$ cat src/pirf_defines.svh
`ifndef PIRF_DEFINES_SVH
`define PIRF_DEFINES_SVH

// ==========================================================
// register map
`define PIRF_ADDR_W       8
`define PIRF_DATA_W       8
`define PIRF_FLAGS_OFS    8'h0C
`define PIRF_FLAGS_RST    8'h00
`define PIRF_WR_MASK      8'hCF
`define PIRF_RDATA_IDLE   8'h00

// ==========================================================
// field positions
`define PIRF_BIT_PSP      7
`define PIRF_BIT_CONV     6
`define PIRF_BIT_RX       5
`define PIRF_BIT_TX       4
`define PIRF_BIT_SSP      3
`define PIRF_BIT_CCP      2
`define PIRF_BIT_PER      1
`define PIRF_BIT_OVF      0

`endif

$ cat src/pirf_pkg.sv
package pirf_pkg;

  // ==========================================================
  // bus and event carriers
  typedef struct packed {
    logic       wr;
    logic       rd;
    logic [7:0] addr;
    logic [7:0] wdata;
  } pirf_bus_req_t;

  typedef struct packed {
    logic start;
    logic stop;
    logic xfer;
    logic ack;
    logic restart;
  } pirf_ssp_evt_t;

  typedef struct packed {
    logic compare_mode;
    logic capture;
    logic match;
  } pirf_ccp_evt_t;

  // ==========================================================
  // module state
  typedef struct packed {
    logic flag;
  } pirf_cell_state_t;

  typedef struct packed {
    logic [7:0] rdata;
    logic       rx_mirror;
  } pirf_main_state_t;

endpackage : pirf_pkg

$ cat src/pirf_flag_cell.sv
`timescale 1ns/1ps
`default_nettype none
module pirf_flag_cell (
  input  wire logic i_clock,  // core clock
  input  wire logic i_rstn,   // sync reset, active low
  input  wire logic i_set,    // hardware event pulse
  input  wire logic i_wr,     // software write of this bit
  input  wire logic i_wdata,  // written value
  output logic      o_flag    // sticky flag
);
  pirf_pkg::pirf_cell_state_t state_reg;
  pirf_pkg::pirf_cell_state_t state_next;

  // ==========================================================
  // sticky flag, hardware set beats software clear
  always_comb begin
    state_next = state_reg;
    if (i_wr) begin
      state_next.flag = i_wdata;
    end
    if (i_set) begin
      state_next.flag = 1'b1;
    end
  end

  always_ff @(posedge i_clock) begin
    if (!i_rstn) begin
      state_reg <= '0;
    end else begin
      state_reg <= state_next;
    end
  end

  assign o_flag = state_reg.flag;

endmodule : pirf_flag_cell
`default_nettype wire

$ cat src/pirf_tx_tracker.sv
`timescale 1ns/1ps
`default_nettype none
module pirf_tx_tracker (
  input  wire logic i_clock,   // core clock
  input  wire logic i_rstn,    // sync reset, active low
  input  wire logic i_moved,   // holding word moved to shift register
  input  wire logic i_loaded,  // holding buffer written again
  output logic      o_flag     // holding buffer empty flag
);
  pirf_pkg::pirf_cell_state_t state_reg;
  pirf_pkg::pirf_cell_state_t state_next;

  // ==========================================================
  // set on transfer, cleared only by a refill, never by software
  always_comb begin
    state_next = state_reg;
    if (i_loaded) begin
      state_next.flag = 1'b0;
    end
    if (i_moved) begin
      state_next.flag = 1'b1;
    end
  end

  always_ff @(posedge i_clock) begin
    if (!i_rstn) begin
      state_reg <= '0;
    end else begin
      state_reg <= state_next;
    end
  end

  assign o_flag = state_reg.flag;

endmodule : pirf_tx_tracker
`default_nettype wire

$ cat src/pirf_flag_register.sv
// Added by the designer: the address-and-strobe port.
`timescale 1ns/1ps
`default_nettype none
`include "pirf_defines.svh"
module pirf_flag_register (
  input  wire logic                  i_clock,         // core clock, 50 MHz
  input  wire logic                  i_rstn,          // sync reset, active low
  input  wire pirf_pkg::pirf_bus_req_t i_bus,         // register bus request
  input  wire logic                  i_psp_done,      // parallel port access completed
  input  wire logic                  i_conv_done,     // conversion finished
  input  wire logic                  i_rx_full,       // receive buffer holds data
  input  wire logic                  i_tx_moved,      // transmit word moved to shift register
  input  wire logic                  i_tx_loaded,     // transmit holding buffer refilled
  input  wire pirf_pkg::pirf_ssp_evt_t i_ssp,         // sync serial events
  input  wire pirf_pkg::pirf_ccp_evt_t i_ccp,         // capture/compare events
  input  wire logic                  i_period_match,  // timer period match
  input  wire logic                  i_overflow,      // counter overflow
  output logic [7:0]                 o_rdata,         // read data, cycle after read
  output logic [7:0]                 o_flags          // current flags
);

  localparam logic [7:0] WR_MASK = `PIRF_WR_MASK;

  pirf_pkg::pirf_main_state_t state_reg;
  pirf_pkg::pirf_main_state_t state_next;

  logic [7:0] flags;
  logic [7:0] set_vec;
  logic       flag_hit;
  logic       flag_wr;
  logic       flag_rd;

  // ==========================================================
  // decode helpers
  function automatic logic pirf_hit(input logic [7:0] addr);
    pirf_hit = (addr == `PIRF_FLAGS_OFS);
  endfunction : pirf_hit

  function automatic logic pirf_ssp_any(input pirf_pkg::pirf_ssp_evt_t e);
    pirf_ssp_any = e.start | e.stop | e.xfer | e.ack | e.restart;
  endfunction : pirf_ssp_any

  function automatic logic pirf_ccp_any(input pirf_pkg::pirf_ccp_evt_t e);
    pirf_ccp_any = e.compare_mode ? e.match : e.capture;
  endfunction : pirf_ccp_any

  assign flag_hit = pirf_hit(i_bus.addr);
  assign flag_wr  = i_bus.wr & flag_hit;
  assign flag_rd  = i_bus.rd & flag_hit;

  // ==========================================================
  // event gathering, no enable gating
  always_comb begin
    set_vec                 = '0;
    set_vec[`PIRF_BIT_PSP]  = i_psp_done;
    set_vec[`PIRF_BIT_CONV] = i_conv_done;
    set_vec[`PIRF_BIT_SSP]  = pirf_ssp_any(i_ssp);
    set_vec[`PIRF_BIT_CCP]  = pirf_ccp_any(i_ccp);
    set_vec[`PIRF_BIT_PER]  = i_period_match;
    set_vec[`PIRF_BIT_OVF]  = i_overflow;
  end

  // ==========================================================
  // writable sticky flags
  for (genvar i = 0; i < 8; i++) begin : g_cell
    if (WR_MASK[i]) begin : g_rw
      pirf_flag_cell u_cell (
        .i_clock (i_clock),
        .i_rstn  (i_rstn),
        .i_set   (set_vec[i]),
        .i_wr    (flag_wr),
        .i_wdata (i_bus.wdata[i]),
        .o_flag  (flags[i])
      );
    end
  end

  // ==========================================================
  // read-only flags
  pirf_tx_tracker u_tx (
    .i_clock  (i_clock),
    .i_rstn   (i_rstn),
    .i_moved  (i_tx_moved),
    .i_loaded (i_tx_loaded),
    .o_flag   (flags[`PIRF_BIT_TX])
  );

  assign flags[`PIRF_BIT_RX] = state_reg.rx_mirror;

  // ==========================================================
  // state update and read port
  always_comb begin
    state_next           = state_reg;
    state_next.rx_mirror = i_rx_full;
    state_next.rdata     = `PIRF_RDATA_IDLE;
    if (flag_rd) begin
      state_next.rdata = flags;
    end
  end

  always_ff @(posedge i_clock) begin
    if (!i_rstn) begin
      state_reg <= '0;
    end else begin
      state_reg <= state_next;
    end
  end

  assign o_rdata = state_reg.rdata;
  assign o_flags = flags;
endmodule : pirf_flag_register
`default_nettype wire

$ cat config.mk
export PLATFORM = sky130hd
export DESIGN_NAME = pirf_flag_register
export DESIGN_NICKNAME = d
export VERILOG_FILES = /design/src/pirf_pkg.sv /design/src/pirf_flag_cell.sv /design/src/pirf_tx_tracker.sv /design/src/pirf_flag_register.sv
export VERILOG_INCLUDE_DIRS = /design/src /design/src/src
export SDC_FILE = /design/constraint.sdc
export NUM_CORES = 1
export LEC_CHECK = 0
export ABC_CLOCK_PERIOD_IN_PS = 1200
export BUFFER_PORTS_ARGS = -buffer_cell sky130_fd_sc_hd__buf_2
export CORE_MARGIN = 4
export CORE_UTILIZATION = 37
export DETAILED_ROUTE_END_ITERATION = 8
export PLACE_DENSITY = 0.87
export SLEW_MARGIN = 0
export SYNTH_ARGS = -nofsm -noshare
export SYNTH_HDL_FRONTEND = slang
export SYNTH_SLANG_ARGS = --single-unit
$ cat constraint.sdc
create_clock -name i_clock -period 1.2 [get_ports i_clock]
set_input_delay 0.06 -clock i_clock [delete_from_list [all_inputs] [get_ports i_clock]]
set_output_delay 0.06 -clock i_clock [all_outputs]
set_load 0.01 [all_outputs]
==> flow_metrics.env <==
export IMPL_run_status="finished clean"
export IMPL_gp_congestion=0.6667
export IMPL_finalSetupTns_ns=0
export IMPL_area_delta_synth_final_pct=42.23
export IMPL_fin_crit_sh=0.7594
export IMPL_drv_cap=0
export IMPL_crit_type="reg -> reg"
export IMPL_design_area_um2=939.7
export IMPL_r2r_slack_ns=0.29
export IMPL_cts_root_buf="clkbuf_4"
export IMPL_synth_compound_area_share=0.1136
export IMPL_synth_cell_type_count=18
export IMPL_ys_seq_area_frac=0.4848
export IMPL_path_cells="o41ai_1, mux2i_1"
export IMPL_worstReg2RegEnd="g_cell[3].g_rw.u_cell.o_flag"
export IMPL_die_h_um=50.26
export IMPL_crit_cells=2
export IMPL_syn_nets=95
export IMPL_grt_util_all_layers=0.1333
export IMPL_start_util=0.3868
export IMPL_overflow=0
export IMPL_setup_viol=0
export IMPL_drt_wl_total_mm=1.573
export IMPL_final_net_count=143
export IMPL_htreeDepth=1
export IMPL_grt_pass1_wl_mm=2.484
export IMPL_synth_top_cell_by_area="dfxtp_1"
export IMPL_critPathCapture="g_cell[3].g_rw.u_cell.o_flag"
export IMPL_synth_xor_area_frac=0
export IMPL_synth_top_family_by_area="simple AND/OR/NAND/NOR gates"
export IMPL_fillers=159
export IMPL_final_hold_viol_count=0
export IMPL_grt_max_degree=12
export IMPL_final_layout_size_suffix_gt1_frac=0.5327
export IMPL_slew_headroom=0.8108
export IMPL_fp_row_count=15
export IMPL_fp_coreArea_um2=1708
export IMPL_synth_mux_area_frac=0.04735
export IMPL_yosysMostFrequentCell="dfxtp_1"
export IMPL_die_x_um=50.26
export IMPL_grt_pass1_vias=587
export IMPL_async_reset_ff_frac=0
export IMPL_max_stage_delay_ns=0.36
export IMPL_end_kind="register"
export IMPL_multi_input_area_um2=276.5
export IMPL_r2r_start="g_cell[3].g_rw.u_cell.o_flag"
export IMPL_ios=51
export IMPL_antenna_cells=0
export IMPL_hpwl_mm=1.300
export IMPL_yosys_top_cells_area="dfxtp_1, buf_4, and2_1"
export IMPL_min_period_ns=0.9113
export IMPL_critical_path_slowest_cell="o41ai_1"
export IMPL_clock_skew_ns=0.002192
export IMPL_synthesis_area_um2=660.6
export IMPL_postCtsSetupRepairBufs=0
export IMPL_ys_seq_elements=16
export IMPL_cts_sinks=16
export IMPL_pwr_density_cell_nw_per_um2=1110
export IMPL_synthAdderAreaFrac=0
export IMPL_cp_max_fo=3
export IMPL_first_pass_iters=1
export IMPL_drv_slew=0
export IMPL_yosys_area_share_simple=0.2576
export IMPL_yosys_warnings=0
export IMPL_dpl_instance_area_um2=883.3
export IMPL_irDropWorstVdd_uv=631.8
export IMPL_clock_path_buffers=2
export IMPL_ys_flop_type="dfxtp_1"
export IMPL_numCtsBuffers=3
export IMPL_hp_class="in -> reg"
export IMPL_cts_tree="yes"
export IMPL_required_ns=1.36
export IMPL_antenna_found_initial=0
export IMPL_avgSynthCellArea_um2=11.01
export IMPL_synthTopCellsByCount="dfxtp_1, and2_1, buf_4"
export IMPL_vias_per_cell=4.621
export IMPL_num_vias=610
export IMPL_drt_iter0_markers=0
export IMPL_worstMarginPinSlew_ns=0.2801
export IMPL_cp_buffers_inverters=0
export IMPL_synth_top_area_frac=0.4848
export IMPL_port_buffer_count=48
export IMPL_cp_start_kind="register"
export IMPL_cp_arrival_ns=1.07
export IMPL_synth_edf_count=0
export IMPL_crit_start="g_cell[3].g_rw.u_cell.o_flag"
export IMPL_ant_nets=0
export IMPL_critPathTopFamily="compound AO/OA/AOI/OAI gates"
export IMPL_wl_per_cell_um=11.92
export IMPL_route_detailed_drc=0
export IMPL_rsz0062_at_grt="false"
export IMPL_clk_pin_slew_worst_paths_ns=0.09
export IMPL_die_area_um2=2526
export IMPL_synth_cells=60
export IMPL_ff_latch_area_um2=320.3
export IMPL_worstRegToRegCells=2
export IMPL_clk_latency_ns=0.28
export IMPL_max_freq_ghz=1.097
export IMPL_cellLeakagePower_nw=0.4734
-- registers in the layout (all words and copies together) (netlist names) --
| signal | cells |
|---|---|
| u_tx.o_flag | 1 |
| g_cell.g_rw.u_cell.o_flag | 6 |
| o_rdata | 8 |
| o_flags | 1 |
-- layout make-up --
class	count	area share
flip-flops and latches	16	0.3409
well taps	25	0.03329
repair buffers	52	0.2929
clock buffers	4	0.03862
multi-input cells	35	0.2943
-- stage by stage --
step | worst slack, ns | power (mW) | util | instances | hold slack [ns]
3_5_place_dp | 0.009816 | 0.7068 | 0.5172 | 126 | 0.2820
5_1_grt | 0.2079 | 1.095 | 0.5502 | 132 | 0.02795
3_3_place_gp | 0.05676 | 0.7007 | 0.5172 | 126 | 0.2717
6_report | 0.2887 | 1.043 | 0.5502 | 132 | 0.03776
4_1_cts | 0.2802 | 1.058 | 0.5502 | 132 | 0.03304
2_1_floorplan | 0.2501 | 0.6405 | - | 60 | 0.1838
-- cell families after synthesis --
family / after synthesis
and+or+nand+nor: 23
muxes: 3
AOI/OAI and AO/OA: 9
buffers and inverters: 9
DFF: 16
-- worst min-delay path by stage --
stage                               from                      endpoint  depth (start not counted)
after floorplan               i_tx_moved                   u_tx.o_flag                          1
after global placement        i_tx_moved                   u_tx.o_flag                          2
after detailed placement      i_tx_moved                   u_tx.o_flag                          2
after CTS                 i_period_match  g_cell[1].g_rw.u_cell.o_flag                          2
after global routing      i_period_match  g_cell[1].g_rw.u_cell.o_flag                          2
final                     i_period_match  g_cell[1].g_rw.u_cell.o_flag                          2
-- where the power goes --
part,internal (mW),total [mW],switching (mW)
registers,0.549,0.560,0.0104
clock network,0.184,0.345,0.161
logic,0.0798,0.138,0.0580
-- cells in the final DEF (no fill, tap or decap), types with 2 or more instances in the layout --
cell type	instances
nand4_1	4
mux2i_1	2
o41ai_1	2
clkbuf_4	3
buf_2	48
o21ai_0	2
nor2_1	4
dfxtp_1	16
o311a_1	4
dlygate4sd3_1	2
and2_1	9
buf_4	2
-- repair_timing --
| item | CTS | global route |
|---|---|---|
| hold endpoints to repair | 2 | 0 |
| resized for setup | 0 | 0 |
| hold buffers | 2 | 0 |
-- layer usage --
layer | global-route usage | part of all wire
met4 | 0.05530 | 0.0089
met1 | 0.1236 | 0.36
met2 | 0.2565 | 0.53
met5 | 0 | 0
met3 | 0.04748 | 0.10
(Power assumes the default switching activity.)
